[config.mk]
export PLATFORM = sky130hd
export DESIGN_NAME = device_switch
export DESIGN_NICKNAME = d
export VERILOG_FILES = /design/src/core/device_switch_pkg.sv /design/src/core/device_switch.sv
export VERILOG_INCLUDE_DIRS = /design/src /design/src/core
export SDC_FILE = /design/constraint.sdc
export NUM_CORES = 1
export LEC_CHECK = 0
export ABC_CLOCK_PERIOD_IN_PS = 2500
export BUFFER_PORTS_ARGS = -buffer_cell sky130_fd_sc_hd__buf_2
export CORE_UTILIZATION = 30
export CTS_BUF_LIST = sky130_fd_sc_hd__clkbuf_8
export CTS_CLUSTER_SIZE = 20
export DETAILED_ROUTE_END_ITERATION = 6
export GPL_TIMING_DRIVEN = 0
export PLACE_DENSITY = 0.51
export SYNTH_ARGS = -nofsm -noshare
export SYNTH_HDL_FRONTEND = slang
export SYNTH_SLANG_ARGS = --single-unit
[constraint.sdc]
create_clock -name clk -period 2.5 [get_ports clk]
set_clock_uncertainty 0.1 [all_clocks]
set_input_delay 0.5 -clock clk [delete_from_list [all_inputs] [get_ports clk]]
set_output_delay 0.5 -clock clk [all_outputs]
set_load 0.05 [all_outputs]
[src/core/device_switch_regs.svh]
// Purpose: register offsets, field positions, reset values and timing counts
// Assumes: apb with 32-bit data, word-aligned registers
// Notes: offsets are byte addresses
`ifndef DEVICE_SWITCH_REGS_SVH
`define DEVICE_SWITCH_REGS_SVH

// ==================================================
// register offsets
`define CTRL_OFFSET 12'h000
`define STATUS_OFFSET 12'h004
`define COPY_SEL_OFFSET 12'h008
`define RANGE_OFFSET 12'h00C
`define SWEEP_OFFSET 12'h010

// ==================================================
// control fields
`define CTRL_RESET_VALUE 32'h00000000
`define CTRL_SWEEP_BIT 0
`define CTRL_BACKUP_EVT_BIT 1
`define CTRL_RETURN_RUN_BIT 2
`define CTRL_ERR_LSB 4
`define CTRL_ERR_WIDTH 5

// ==================================================
// copy-select fields (table-bit alternative to the straps)
`define COPY_SEL_RESET_VALUE 32'h00000000
`define SEL_BACKUP_RETURN_BIT 0
`define SEL_RANGE_COPY_BIT 1
`define SEL_OUTPUT_TABLE_BIT 2
`define SEL_FULL_TRANSFER_BIT 3

// ==================================================
// copy constants
`define BACKUP_RETURN_REG 16'd254
`define RANGE_START_REG 16'd255
`define RANGE_END_REG 16'd256
`define FULL_REG_LIMIT 16'd4096
`define BACKUP_BIT_DEFAULT 16'd1024
`define BACKUP_BIT_ALTERNATE 16'd1022

// ==================================================
// timing
`define CLK_FREQ_HZ 125000000
`define SCAN_SHORT_MS 150
`define SCAN_LONG_MS 250
`define SCAN_SHORT_CYCLES (`CLK_FREQ_HZ / 1000 * `SCAN_SHORT_MS)
`define SCAN_LONG_CYCLES (`CLK_FREQ_HZ / 1000 * `SCAN_LONG_MS)

`endif

[src/core/device_switch_pkg.sv]
// Purpose: types of the device switch controller
// Assumes: nothing
// Notes: none
package device_switch_pkg;

  // ==================================================
  // copy sequencer states
  typedef enum logic [3:0] {
    COPY_IDLE = 4'h1,
    COPY_SWEEP = 4'h2,
    COPY_FULL = 4'h4,
    COPY_DONE = 4'h8
  } copy_state_t;

  // status digit codes
  typedef enum logic [3:0] {
    CODE_SINGLE = 4'h0,
    CODE_REDUNDANT = 4'h1,
    CODE_SINGLE_AUX = 4'h2,
    CODE_REDUNDANT_AUX = 4'h3,
    CODE_HUNG_BUS = 4'h4,
    CODE_STORAGE = 4'h5,
    CODE_PROM = 4'h6,
    CODE_DATA_CTRL = 4'h7,
    CODE_SWITCH_CARD = 4'h8,
    CODE_PROC_SWITCH = 4'h9
  } status_code_t;

endpackage

[src/core/device_switch.sv]
// Purpose: device switch controller of a dual-processor redundancy unit
// Assumes: straps, keys and fault lines are asynchronous pins
// Notes: copies are issued as request words; the copy engine acks each
// Functional notes
// RULE1: backup-return active: copy register 254 backup to master every sweep
// RULE2: range-copy active: copy master start..end registers into backup each sweep
// RULE3: output-table active: copy output status and transition tables each sweep
// RULE4: full-transfer first position: bulk copy when a processor becomes backup
// RULE5: full-transfer other position: only selected copies plus default ones
// RULE6: backup flag sits at input 1024, or 1022 in alternate strap position
// RULE7: scan-limit strap picks 150 ms or 250 ms supervision limit
// RULE8: each copy option also selectable by master table bits
// RULE9: input table and timer time-base copied every sweep regardless
// RULE10: exactly one master indicator lit, first or second processor
// RULE11: normal status codes 0 to 3 show I/O redundancy and aux chain
// RULE12: error codes 4 to 9 show hung bus and card failures
// RULE13: status digit flashes on watchdog timeout: hold, cpu fail, errors 5-9
// RULE14: twelve relays to normally-closed on first, normally-open on second
// RULE15: watchdog and status outputs give external error indication
// RULE16: timeout stays latched until fault clears and reset or run return
`timescale 1ns/1ns
`include "device_switch_regs.svh"

module device_switch
  import device_switch_pkg::*;
#(
  parameter int unsigned SCAN_SHORT = `SCAN_SHORT_CYCLES,
  parameter int unsigned SCAN_LONG = `SCAN_LONG_CYCLES,
  parameter int unsigned FLASH_HALF = 62500000
) (
  input wire logic clk,
  input wire logic rst,
  input wire logic psel,
  input wire logic penable,
  input wire logic pwrite,
  input wire logic [11:0] paddr,
  input wire logic [31:0] pwdata,
  output logic [31:0] prdata,
  output logic pready,
  output logic pslverr,
  input wire logic backupReturnStrap,
  input wire logic rangeCopyStrap,
  input wire logic outputTableStrap,
  input wire logic fullTransferStrap,
  input wire logic backupFlagPlaceStrap,
  input wire logic scanLimitStrap,
  input wire logic holdSelected,
  input wire logic masterIsSecond,
  input wire logic redundantIo,
  input wire logic auxIoChain,
  input wire logic processorFail,
  input wire logic copyAck,
  output logic copyReq,
  output logic [3:0] copyKind,
  output logic [15:0] copyFirst,
  output logic [15:0] copyLast,
  output logic [15:0] backupFlagInput,
  output logic firstMasterLed,
  output logic secondMasterLed,
  output logic [11:0] relayToNormallyOpen,
  output logic [3:0] statusDigit,
  output logic statusBlank,
  output logic watchdogTimeout
);

  // ==================================================
  // pin synchronisers
  localparam int NPIN = 11;
  logic [NPIN-1:0] pinRaw;
  logic [NPIN-1:0] pinMeta_q;
  logic [NPIN-1:0] pinSync_q;
  assign pinRaw = {processorFail, auxIoChain, redundantIo, masterIsSecond,
                   holdSelected, scanLimitStrap, backupFlagPlaceStrap,
                   fullTransferStrap, outputTableStrap, rangeCopyStrap,
                   backupReturnStrap};
  always_ff @(posedge clk) begin
    pinMeta_q <= pinRaw;
    pinSync_q <= pinMeta_q;
  end
  wire sBackupReturn = pinSync_q[0];
  wire sRangeCopy = pinSync_q[1];
  wire sOutputTable = pinSync_q[2];
  wire sFullTransfer = pinSync_q[3];
  wire sFlagAlt = pinSync_q[4];
  wire sScanLong = pinSync_q[5];
  wire sHold = pinSync_q[6];
  wire sSecond = pinSync_q[7];
  wire sRedundant = pinSync_q[8];
  wire sAux = pinSync_q[9];
  wire sProcFail = pinSync_q[10];

  // ==================================================
  // apb slave, zero wait states
  logic [31:0] ctrl_q;
  logic [31:0] copySel_q;
  logic [15:0] rangeStart_q;
  logic [15:0] rangeEnd_q;
  logic [31:0] sweepCount_q;
  wire apbAccess = psel & penable;
  wire apbWrite = apbAccess & pwrite;
  wire hitCtrl = paddr == `CTRL_OFFSET;
  wire hitStatus = paddr == `STATUS_OFFSET;
  wire hitSel = paddr == `COPY_SEL_OFFSET;
  wire hitRange = paddr == `RANGE_OFFSET;
  wire hitSweep = paddr == `SWEEP_OFFSET;
  wire hitAny = hitCtrl | hitStatus | hitSel | hitRange | hitSweep;
  wire sweepPulse = apbWrite & hitCtrl & pwdata[`CTRL_SWEEP_BIT];
  wire backupEvt = apbWrite & hitCtrl & pwdata[`CTRL_BACKUP_EVT_BIT];
  wire returnRun = apbWrite & hitCtrl & pwdata[`CTRL_RETURN_RUN_BIT];
  assign pready = 1'b1;
  assign pslverr = apbAccess & ~hitAny;

  logic [31:0] statusWord;
  logic [31:0] readMux;
  assign readMux = hitCtrl ? ctrl_q :
                   hitStatus ? statusWord :
                   hitSel ? copySel_q :
                   hitRange ? {rangeEnd_q, rangeStart_q} :
                   hitSweep ? sweepCount_q : 32'h00000000;
  assign prdata = readMux;

  // pulse bits are not stored; only the error field persists
  always_ff @(posedge clk) begin
    if (rst) begin
      ctrl_q <= `CTRL_RESET_VALUE;
      copySel_q <= `COPY_SEL_RESET_VALUE;
      rangeStart_q <= 16'h0000;
      rangeEnd_q <= 16'h0000;
    end else if (apbWrite) begin
      if (hitCtrl)
        ctrl_q <= {23'h000000, pwdata[8:4], 4'h0};
      if (hitSel)
        copySel_q <= {28'h0000000, pwdata[3:0]};
      if (hitRange) begin
        rangeStart_q <= pwdata[15:0];
        rangeEnd_q <= pwdata[31:16];
      end
    end
  end

  // ==================================================
  // copy option selection
  wire optReturn = sBackupReturn | copySel_q[`SEL_BACKUP_RETURN_BIT]; // RULE8
  wire optRange = sRangeCopy | copySel_q[`SEL_RANGE_COPY_BIT]; // RULE8
  wire optOutput = sOutputTable | copySel_q[`SEL_OUTPUT_TABLE_BIT]; // RULE8
  // strap low is the first position: bulk copy on becoming backup
  wire optFull = ~sFullTransfer | copySel_q[`SEL_FULL_TRANSFER_BIT]; // RULE8

  // ==================================================
  // copy sequencer; one request per enabled step, kinds:
  // 0 input table, 1 time base, 2 reg254 back, 3 range, 4 output tables,
  // 5 full registers, 6 full tables
  copy_state_t state_q;
  logic [2:0] step_q;
  logic pendFull_q;
  logic stepEnabled;
  logic [2:0] lastStep;
  always_comb begin
    stepEnabled = 1'b1; // RULE9
    case (step_q)
      3'd2: stepEnabled = optReturn; // RULE1
      3'd3: stepEnabled = optRange; // RULE2
      3'd4: stepEnabled = optOutput; // RULE3 RULE5
      default: stepEnabled = 1'b1;
    endcase
  end
  assign lastStep = (state_q == COPY_FULL) ? 3'd6 : 3'd4;
  wire stepDone = ~stepEnabled | copyAck;

  always_ff @(posedge clk) begin
    if (rst) begin
      state_q <= COPY_IDLE;
      step_q <= 3'd0;
      pendFull_q <= 1'b0;
      sweepCount_q <= 32'h00000000;
    end else begin
      case (state_q)
        COPY_IDLE: begin
          if (pendFull_q) begin
            state_q <= COPY_FULL; // RULE4
            step_q <= 3'd5;
            pendFull_q <= 1'b0;
          end else if (sweepPulse) begin
            state_q <= COPY_SWEEP;
            step_q <= 3'd0;
          end
        end
        COPY_SWEEP, COPY_FULL: begin
          if (stepDone) begin
            if (step_q == lastStep)
              state_q <= COPY_DONE;
            else
              step_q <= step_q + 3'd1;
          end
        end
        COPY_DONE: begin
          state_q <= COPY_IDLE;
          sweepCount_q <= sweepCount_q + 32'h00000001;
        end
        default: state_q <= COPY_IDLE;
      endcase
      // set after the take, so an event in that same cycle is not lost
      if (backupEvt & optFull)
        pendFull_q <= 1'b1; // RULE4
    end
  end

  wire busy = (state_q == COPY_SWEEP) | (state_q == COPY_FULL);
  assign copyReq = busy & stepEnabled;
  assign copyKind = {1'b0, step_q};
  always_comb begin
    copyFirst = 16'h0000;
    copyLast = 16'h0000;
    case (step_q)
      3'd2: begin
        copyFirst = `BACKUP_RETURN_REG; // RULE1
        copyLast = `BACKUP_RETURN_REG;
      end
      3'd3: begin
        copyFirst = rangeStart_q; // RULE2
        copyLast = rangeEnd_q;
      end
      3'd5: begin
        copyFirst = 16'h0000;
        copyLast = `FULL_REG_LIMIT - 16'd1; // RULE4
      end
      default: begin
        copyFirst = 16'h0000;
        copyLast = 16'h0000;
      end
    endcase
  end

  // ==================================================
  // backup flag, relays, master indicators
  always_ff @(posedge clk) begin
    if (rst) begin
      backupFlagInput <= `BACKUP_BIT_DEFAULT;
      firstMasterLed <= 1'b1;
      secondMasterLed <= 1'b0;
      relayToNormallyOpen <= 12'h000;
    end else begin
      backupFlagInput <= sFlagAlt ? `BACKUP_BIT_ALTERNATE
                                  : `BACKUP_BIT_DEFAULT; // RULE6
      firstMasterLed <= ~sSecond; // RULE10
      secondMasterLed <= sSecond; // RULE10
      relayToNormallyOpen <= {12{sSecond}}; // RULE14
    end
  end

  // ==================================================
  // scan supervision: a sweep must arrive within the selected limit
  logic [31:0] scanCount_q;
  wire [31:0] scanLimit = sScanLong ? SCAN_LONG : SCAN_SHORT; // RULE7
  wire scanOver = scanCount_q >= scanLimit;
  always_ff @(posedge clk) begin
    if (rst | sweepPulse | sHold)
      scanCount_q <= 32'h00000000;
    else if (!scanOver)
      scanCount_q <= scanCount_q + 32'h00000001;
  end

  // ==================================================
  // status digit and watchdog
  wire [4:0] errBits = ctrl_q[`CTRL_ERR_LSB +: `CTRL_ERR_WIDTH];
  // error bits: 0 hung bus, 1 storage, 2 prom, 3 data control, 4 cpu switch
  wire selfFail = scanOver;
  wire hardErr = |errBits[4:1] | selfFail;
  wire wdCause = sHold | sProcFail | hardErr; // RULE13
  logic [3:0] digit;
  always_comb begin
    digit = {2'b00, sAux, sRedundant}; // RULE11
    if (errBits[0])
      digit = CODE_HUNG_BUS; // RULE12
    if (errBits[1])
      digit = CODE_STORAGE;
    if (errBits[2])
      digit = CODE_PROM;
    if (errBits[3])
      digit = CODE_DATA_CTRL;
    if (selfFail)
      digit = CODE_SWITCH_CARD;
    if (errBits[4])
      digit = CODE_PROC_SWITCH;
  end

  logic wd_q;
  always_ff @(posedge clk) begin
    if (rst)
      wd_q <= 1'b0;
    else if (wdCause)
      wd_q <= 1'b1; // RULE15
    else if (returnRun)
      wd_q <= 1'b0; // RULE16
  end
  assign watchdogTimeout = wd_q;

  logic [31:0] flashCount_q;
  logic flashPhase_q;
  always_ff @(posedge clk) begin
    if (rst | ~wd_q) begin
      flashCount_q <= 32'h00000000;
      flashPhase_q <= 1'b0;
    end else if (flashCount_q >= FLASH_HALF - 1) begin
      flashCount_q <= 32'h00000000;
      flashPhase_q <= ~flashPhase_q; // RULE13
    end else begin
      flashCount_q <= flashCount_q + 32'h00000001;
    end
  end

  always_ff @(posedge clk) begin
    if (rst) begin
      statusDigit <= 4'h0;
      statusBlank <= 1'b0;
    end else begin
      statusDigit <= digit;
      statusBlank <= flashPhase_q;
    end
  end

  assign statusWord = {16'h0000, sweepCount_q[3:0], 3'b000, wd_q,
                       3'b000, busy, digit};

endmodule

==> impl_metrics.json, run 1 <==
{
  "critPathMaxFanout": 6,
  "wl_mm": 25.5,
  "worstPathArrival_ps": 2890,
  "routedWlPerCell_um": 16.1,
  "synth_top_area_cell": "dfxtp_1",
  "slowest_delay_ps": 410,
  "synth_top_cell_area_share_pct": 43.4,
  "dp.cells": 1500,
  "crit_path_end_kind": "output pin",
  "avgViaCountPerCell": 4.86,
  "cap_violations": 0,
  "synthesis.area_um2": 8220,
  "violations": "negative setup slack",
  "cts-root-buf": "clkbuf_8",
  "hpwl_mm": 18.3,
  "slowest_stage": "dfxtp_4",
  "finalMaxSlewViolations": 0,
  "clock_sinks": 178,
  "fin_setup_tns_ps": -10680,
  "ys_async_sr_fraction_pct": 0,
  "core_um2": 26900,
  "grt_pass1_wl_mm": 40.1,
  "netlist-cell-type-count": 58,
  "hold_path.class": "in2reg",
  "cts_buffers": 17,
  "drt_pre_antenna_iters": 5,
  "fin_ws_ps": -994,
  "detail-route-antenna-nets": 0,
  "rsz0062_at_grt": "yes",
  "start_util_pct": 30.6,
  "p_leak_nw": 4.85,
  "grt_pass1_vias": 7317,
  "ir_drop_uv": 364,
  "stdcell_count": 1588,
  "die-area_um2": 28100,
  "clkTransAtPathRegs_ps": 100,
  "max_slew_margin_pct": 43.6,
  "layout_commonest_cell": "dfxtp_1",
  "vias": 7721,
  "cp_common_cell": "buf_6",
  "tightest_slew_ps": 847,
  "synth-edff-count": 0,
  "netlist_top_cells_area": "dfxtp_1 (43%), nand2_1 (7.3%), a21oi_1 (5.0%)",
  "crit_chain": "inv_6 > ha_4 > a21oi_1 > nand2_1 > a221o_2 > a21o_1 > buf_6 > o31a_1 > nor4_4 > buf_6",
  "yosysWarningCount": 0,
  "fp-row-count": 60,
  "grt_use_total_pct": 18.3,
  "cts.path.max_buffers": 2,
  "antenna_found_initial": 2,
  "period_minus_slack_ps": 3490,
  "ys_seq_elements": 178,
  "pin_count": 168,
  "gp_congestion": 0.843,
  "finalPower_mw": 5.67,
  "status": "complete, but fails checks",
  "fmax_ghz": 0.286,
  "p_per_area_nw_per_um2": 475,
  "grt_max_degree": 18,
  "setup_viol": 46,
  "dp_worst_setup_slack_ps": -1020,
  "finalCritPeriodShare_pct": 140,
  "clk_latency_ps": 470,
  "netlist_instances": 989,
  "synth_seq_area_share_pct": 43.4,
  "avgSynthCellArea_um2": 8.31,
  "worstSetupPathType": "reg2out",
  "nNetsFinal": 1312,
  "port_buffers": 158,
  "drc": 0,
  "utilization_pct": 44.4,
  "cp.required_ps": 1900,
  "drtIter0Drc": 362,
  "htree_levels": 4,
  "tritoncts": "built",
  "die_h_um": 168,
  "hold_viol_final": 0,
  "overflow": 0,
  "final_cell_mix": "dfxtp_1 (169), nand2_1 (156), buf_2 (96)",
  "drive_above_1_share_pct": 33.5,
  "worstSetupStartpointType": "flop",
  "synth-main-ff-cell": "dfxtp_1",
  "dieWidth_um": 168,
  "area_growth_pct": 45.2
}
## what timing repair did
item,CTS,global route
pin swaps,31,35
setup buffers,29,25
hold buffers,0,6
cloned,2,0
gates resized for setup,217,85
endpoints found under the setup margin,123,98
hold endpoints to repair,0,6
## worst paths after layout
check	start	to	slack (ps)	depth (start not counted)
max reg2reg	pinSync_q[5]	scanCount_q[22]	-270	11
min	fullTransferStrap	pinMeta_q[3]	40	1
max	pinSync_q[5]	prdata[2]	-990	10
min reg2reg	pinMeta_q[2]	pinSync_q[2]	230	0
## through the flow
stage / cell area (µm²) / hold slack [ps]
after floorplan: 8700 / 209
after global placement: 9920 / 210
after detailed placement: 9920 / 212
after CTS: 11400 / 2.80
after global routing: 11900 / -2.77
final: 11900 / 39.6
## kinds of logic after synthesis
group	after synthesis	synth area share [%]
mux	13	1.58
compound gates	180	13.7
xor+xnor	53	5.65
simple gates	439	26.3
flops	178	43.4
other cells	2	0.0914
fa+ha+maj	18	2.74
buf+inv	106	6.53
## routing by layer
| layer | GRT usage (%) | up-vias | wire, µm |
|---|---|---|---|
| met2 | 29.2 | 189 | 12000 |
| met5 | 0 | - | 16 |
| met4 | 4.99 | 2 | 386 |
| li1 | - | 3878 | - |
| met3 | 5.13 | 26 | 1490 |
| met1 | 24.0 | 3626 | 11600 |
## power by group
part | internal (mW) | switching [mW]
logic | 0.227 | 0.402
clock network | 0.953 | 1.16
registers | 2.89 | 0.0450
total | 4.07 | 1.60
## final cells by class
cell class                 instances  area [µm²]
clock buffer                      18         248
multi-input combinational        717        4990
tap                              341         427
inverter                          30         121
buffer                            71         567
timing repair buffer             218        1820
sequential                       178        3580
fill                            2696       14900
antenna                            1        2.50
clock inverter                    14         170
## cell usage after synthesis, types with 5 or more instances
cell type  instances
dfxtp_1          178
nand2_1          159
nor2_1            95
a21oi_1           82
clkbuf_1          36
nand3_1           33
inv_1             30
o21ai_0           30
buf_4             29
xor2_1            27
xnor2_1           26
and2_1            25
or3_1             20
a22o_1            19
ha_1              18
and3_1            16
nand4_1           14
nor3_1            14
mux2i_1           13
nor4_1            13
nor2b_1           10
o31ai_1            9
or4_1              9
a211oi_1           8
and4_1             8
buf_2              6
nand2b_1           5
## registers in the layout (all words and copies together), names as in the netlist
| signal | count |
|---|---|
| backupFlagInput | 2 |
| copySel_q | 4 |
| ctrl_q | 5 |
| firstMasterLed | 1 |
| flashCount_q | 32 |
| flashPhase_q | 1 |
| pendFull_q | 1 |
| pinMeta_q | 11 |
| pinSync_q | 11 |
| rangeEnd_q | 16 |
| rangeStart_q | 16 |
| relayToNormallyOpen | 1 |
| scanCount_q | 32 |
| state_q | 4 |
| statusBlank | 1 |
| statusDigit | 4 |
| step_q | 3 |
| sweepCount_q | 32 |
| watchdogTimeout | 1 |
## critical path: cells and delay by family (launching register included)
kind	cells	cell delay (ps)
flops	1	410
simple gates	2	370
compound gates	4	990
fa+ha+maj	1	250
buf+inv	3	420
No activity file was read; power rests on OpenSTA's default activity.
==> run 2, diff against run 1 <==
--- a/config.mk
+++ b/config.mk
@@ -14,6 +14,7 @@
 export DETAILED_ROUTE_END_ITERATION = 6
 export GPL_TIMING_DRIVEN = 0
 export PLACE_DENSITY = 0.51
+export RECOVER_POWER = 100
 export SYNTH_ARGS = -nofsm -noshare
 export SYNTH_HDL_FRONTEND = slang
 export SYNTH_SLANG_ARGS = --single-unit
==> constraint.sdc (replaced) <==
create_clock -name clk -period 2.5 [get_ports clk]
set_clock_uncertainty 0.1 [all_clocks]
set_input_delay 0.5 -clock clk [delete_from_list [all_inputs] [get_ports clk]]
set_output_delay 0.5 -clock clk [all_outputs]
set_load 0.1 [all_outputs]
==> impl_metrics.json, run 2 (same netlist as run 1, synthesis figures left out) <==
{
  "pin_count": 168,
  "clkTransAtPathRegs_ps": 100,
  "tritoncts": "built",
  "layout_commonest_cell": "dfxtp_1",
  "hold_viol_final": 0,
  "p_switching_mw": 1.73,
  "hpwl_mm": 17.8,
  "max_slew_margin_pct": 22.9,
  "switching_share_pct": 30.6,
  "worstSetupPathType": "reg2out",
  "seqPwrFrac_pct": 51.7,
  "grt_pass1_wl_mm": 39.6,
  "final_cell_mix": "dfxtp_1 (172), nand2_1 (136), nor2_1 (89)",
  "detail-route-antenna-nets": 0,
  "tightest_slew_ps": 1160,
  "antenna_found_initial": 0,
  "dp_worst_setup_slack_ps": -1150,
  "core_um2": 26900,
  "drive_above_1_share_pct": 34.3,
  "p_leak_nw": 4.86,
  "worstPathArrival_ps": 3040,
  "power_frac_clock_pct": 35.1,
  "finalCritPeriodShare_pct": 146,
  "port_buffers": 158,
  "overflow": 0,
  "ir_drop_uv": 283,
  "drc": 0,
  "violations": "negative setup slack",
  "top_regs": "flashCount_q x32, scanCount_q x32, sweepCount_q x32",
  "fp-row-count": 60,
  "drtIter0Drc": 513,
  "cts_buffers": 17,
  "fmax_ghz": 0.275,
  "die_h_um": 168,
  "clock_sinks": 178,
  "hold_path.class": "in2reg",
  "cts.path.max_buffers": 2,
  "cp.required_ps": 1900,
  "clk_latency_ps": 480,
  "fin_ws_ps": -1140,
  "gp_congestion": 0.823,
  "worstSetupStartpointType": "flop",
  "routedWlPerCell_um": 16.2,
  "status": "complete, but fails checks",
  "p_int_mw": 3.93,
  "antennaDiodeCount": 0,
  "avgViaCountPerCell": 4.88,
  "grt_pass1_vias": 7442,
  "grt_use_total_pct": 18.0,
  "dieWidth_um": 168,
  "drt_pre_antenna_iters": 5,
  "area_growth_pct": 49.6,
  "die-area_um2": 28100,
  "finalMaxSlewViolations": 0,
  "start_util_pct": 30.6,
  "fin_setup_tns_ps": -24570,
  "htree_levels": 4,
  "wl_mm": 25.7,
  "rsz0062_at_grt": "yes",
  "cts-root-buf": "clkbuf_8",
  "p_per_area_nw_per_um2": 460,
  "crit_path_end_kind": "output pin",
  "period_minus_slack_ps": 3640,
  "grt_max_degree": 18,
  "utilization_pct": 45.7,
  "setup_viol": 99,
  "cap_violations": 0,
  "vias": 7740,
  "critPathMaxFanout": 6,
  "combPwrFrac_pct": 13.2,
  "nNetsFinal": 1310
}
run 2: changes by cell type in the layout (fill, tap and decap cells not counted), sizes merged:
cell           previous run  this run
clkinv                    3         2
clkdlybuf4s25             0         1
buf                     254       208
clkinvlp                  2         3
clkbuf                   47        90
diode                     1         0
bufinv                    2         1
inv                      37        39
dlygate4sd3               6         5
run 2: metrics by stage:
stage / std cells / total power, mW / hold WS [ps] / instance area [µm²]
after floorplan: 1001 / 3.54 / 209 / 8890
after global placement: 1500 / 3.71 / 211 / 10100
after detailed placement: 1500 / 3.71 / 212 / 10100
after CTS: 1569 / 5.73 / 4.62 / 11900
after global routing: 1585 / 5.90 / 6.01 / 12300
final: 1585 / 5.66 / 34.5 / 12300
run 2: per-layer routing:
layer,track usage [%],share of wire (%)
met5,0,0
met1,23.3,46
met2,30.8,49
met3,3.14,3.7
met4,4.27,1.0
run 2: power by group through the flow:
| stage | logic, mW | registers [mW] | clock network [mW] |
|---|---|---|---|
| floorplan | 0.498 | 3.04 | 0 |
| global placement | 0.712 | 3.00 | 0 |
| detailed placement | 0.714 | 3.00 | 0 |
| CTS | 0.746 | 2.93 | 2.05 |
| global route | 0.793 | 2.94 | 2.17 |
| finish | 0.745 | 2.93 | 1.99 |
run 2: repair_timing:
action / CTS / global route
buffers inserted: 37 / 12
gates cloned: 3 / 3
pin swaps: 42 / 47
gates resized for setup: 297 / 102
setup endpoints to repair: 115 / 105
hold buffers: 0 / 5
endpoints found under the hold margin: 0 / 5
run 2: final cells by class:
class	count	area [µm²]
buffer	71	544
clock buffer	17	234
clock inverter	15	145
fill	2588	14600
inverter	30	128
multi-input combinational	717	4990
sequential	178	3580
tap	341	427
timing repair buffer	216	2250
run 2: worst paths after layout:
check,startpoint,endpoint,slack [ps],cells after the start
min,backupFlagPlaceStrap,pinMeta_q[4],30,1
min reg2reg,pinMeta_q[8],pinSync_q[8],230,0
max reg2reg,state_q[1],sweepCount_q[31],-360,8
max,pinSync_q[5],prdata[2],-1140,10
run 2: worst max-delay path, stage by stage, from the launching register on:
cell,delay (ps)
dfxtp_4,420
inv_8,70
ha_4,250
a21oi_2,130
nand2_1,70
a221o_1,390
a21o_1,220
buf_6,140
o31a_1,270
nor4_4,340
buf_6,280
==> run 3, diff against run 2 <==
--- a/config.mk
+++ b/config.mk
@@ -7,13 +7,13 @@
 export NUM_CORES = 1
 export LEC_CHECK = 0
 export ABC_CLOCK_PERIOD_IN_PS = 2500
-export BUFFER_PORTS_ARGS = -buffer_cell sky130_fd_sc_hd__buf_2
 export CORE_UTILIZATION = 30
 export CTS_BUF_LIST = sky130_fd_sc_hd__clkbuf_8
 export CTS_CLUSTER_SIZE = 20
 export DETAILED_ROUTE_END_ITERATION = 6
+export DONT_BUFFER_PORTS = 1
 export GPL_TIMING_DRIVEN = 0
-export PLACE_DENSITY = 0.51
+export PLACE_DENSITY = 0.45
 export RECOVER_POWER = 100
 export SYNTH_ARGS = -nofsm -noshare
 export SYNTH_HDL_FRONTEND = slang
==> impl_metrics.json, run 3 (same netlist as run 1, synthesis figures left out) <==
{
  "status": "complete, but fails checks",
  "violations": "negative setup slack",
  "detail-route-antenna-nets": 0,
  "gp_congestion": 0.768,
  "cp_num_buf_inv": 1,
  "period_minus_slack_ps": 4150,
  "avgViaCountPerCell": 4.99,
  "met2WireLength_mm": 12.2,
  "grt_pass1_vias": 7051,
  "tightest_slew_ps": 1430,
  "wl_met1_mm": 12.0,
  "finalCritPeriodShare_pct": 166,
  "antenna_found_initial": 0,
  "drtIter0Drc": 363,
  "slowest_delay_ps": 1160,
  "grt_max_degree": 20,
  "worstSetupStartpointType": "flop",
  "clkTransAtPathRegs_ps": 130,
  "clk_latency_ps": 480,
  "p_per_area_nw_per_um2": 499,
  "cap_violations": 0,
  "start_util_pct": 30.6,
  "grt_use_total_pct": 18.3,
  "stdcell_count": 1449,
  "overflow": 0,
  "hold_viol_final": 0,
  "crit_chain": "ha_4 > a21o_1 > a2111oi_4 > o211ai_1 > a21o_1 > buf_6 > o31a_1 > nor4_4",
  "cp-startpoint": "pinSync_q[5]",
  "r2r_start": "state_q[0]",
  "drc": 0,
  "reg2reg_slack_ps": -490,
  "vias": 7236,
  "dr.max_layer_used": "met4",
  "max_slew_margin_pct": 4.10,
  "area_growth_pct": 40.0,
  "dp_worst_setup_slack_ps": -1390,
  "cp_common_cell": "a21o_1",
  "switching_share_pct": 32.1,
  "worstSetupPathType": "reg2out",
  "tritoncts": "built",
  "top_regs": "flashCount_q x32, scanCount_q x32, sweepCount_q x32",
  "fp-row-count": 60,
  "rsz0062_at_grt": "yes",
  "htree_levels": 4,
  "seqPwrFrac_pct": 52.2,
  "crit_path_end_kind": "output pin",
  "power_frac_clock_pct": 35.5,
  "utilization_pct": 42.8,
  "cp.required_ps": 1900,
  "cp_top_family": "compound AO/OA/AOI/OAI gates",
  "dp.cells": 1343,
  "setup_viol": 162,
  "drive_above_1_share_pct": 29.2,
  "die_h_um": 168,
  "slowest_stage": "nor4_4",
  "met3WireLength_mm": 1.20,
  "finalMaxSlewViolations": 0,
  "wl_mm": 25.7,
  "dieWidth_um": 168,
  "hold_path.class": "in2reg",
  "r2r.worst_path.cells": 9,
  "cts-root-buf": "clkbuf_8",
  "cts.path.max_buffers": 2,
  "fin_ws_ps": -1650,
  "finalPower_mw": 5.74,
  "drt_pre_antenna_iters": 7,
  "multi_input_area_um2": 5510,
  "core_um2": 26900,
  "combPwrFrac_pct": 12.4,
  "cts_buffers": 17,
  "seqCellArea_um2": 3590,
  "port_buffers": 0,
  "fmax_ghz": 0.241,
  "routedWlPerCell_um": 17.8,
  "worstPathArrival_ps": 3550,
  "hpwl_mm": 17.9,
  "die-area_um2": 28100,
  "crit_cells": 8,
  "num-fill-cells": 2626,
  "cp-endpoint": "prdata[2]",
  "p_int_mw": 3.90,
  "antennaDiodeCount": 0,
  "p_leak_nw": 4.43,
  "nNetsFinal": 1174,
  "layout_commonest_cell": "dfxtp_1",
  "p_switching_mw": 1.84,
  "critPathMaxFanout": 3,
  "final_cell_mix": "dfxtp_1 (164), nand2_1 (118), nor2_1 (92)",
  "ir_drop_uv": 316,
  "grt_pass1_wl_mm": 39.8,
  "pin_count": 168,
  "clock_sinks": 178,
  "fin_setup_tns_ps": -44410,
  "r2r-end": "sweepCount_q[31]"
}
## run 3: what timing repair did
action / CTS / global route
setup endpoints to repair: 136 / 119
pin swaps: 61 / 39
hold endpoints to repair: 11 / 0
buffers inserted: 42 / 22
resized for setup: 210 / 73
gates cloned: 3 / 1
hold buffers: 11 / 0
## run 3: final cells by class
class / count / share of cell area (%)
Timing Repair Buffer: 79 / 7.59
Sequential cell: 178 / 31.2
Multi-Input combinational cell: 717 / 47.9
Buffer: 72 / 5.09
Inverter: 30 / 1.09
Clock buffer: 17 / 2.03
Tap cell: 341 / 3.71
Clock inverter: 15 / 1.42
## run 3: per-stage QoR
stage                     hold WS (ps)  cell area (µm²)
after detailed placement           214             9340
after floorplan                    209             8890
after CTS                         3.87            11200
after global placement             213             9320
final                             36.4            11500
after global routing             0.514            11500
## run 3: layer usage
layer / up-vias / global-route usage, %
li1: 3599 / -
met2: 160 / 30.1
met3: 21 / 4.75
met5: - / 0
met4: 0 / 4.39
met1: 3456 / 23.9
## run 3: power groups by stage
stage / logic, mW / clock network (mW) / registers [mW]
6_report: 0.710 / 2.04 / 2.99
4_1_cts: 0.647 / 2.12 / 2.99
3_5_place_dp: 0.576 / 0 / 3.06
3_3_place_gp: 0.576 / 0 / 3.06
5_1_grt: 0.755 / 2.24 / 3.00
2_1_floorplan: 0.498 / 0 / 3.04
## run 3: how the worst min path moves through the flow
stage | from | end | slack [ps] | cells after the start
after floorplan | pinMeta_q[5] | pinSync_q[5] | 210 | 0
after global placement | pinMeta_q[6] | pinSync_q[6] | 210 | 0
after CTS | pwdata[23] | rangeEnd_q[7] | 4 | 2
after detailed placement | pinMeta_q[5] | pinSync_q[5] | 210 | 0
after global routing | pwdata[25] | rangeEnd_q[9] | 0.5 | 2
final | pwdata[23] | rangeEnd_q[7] | 40 | 2
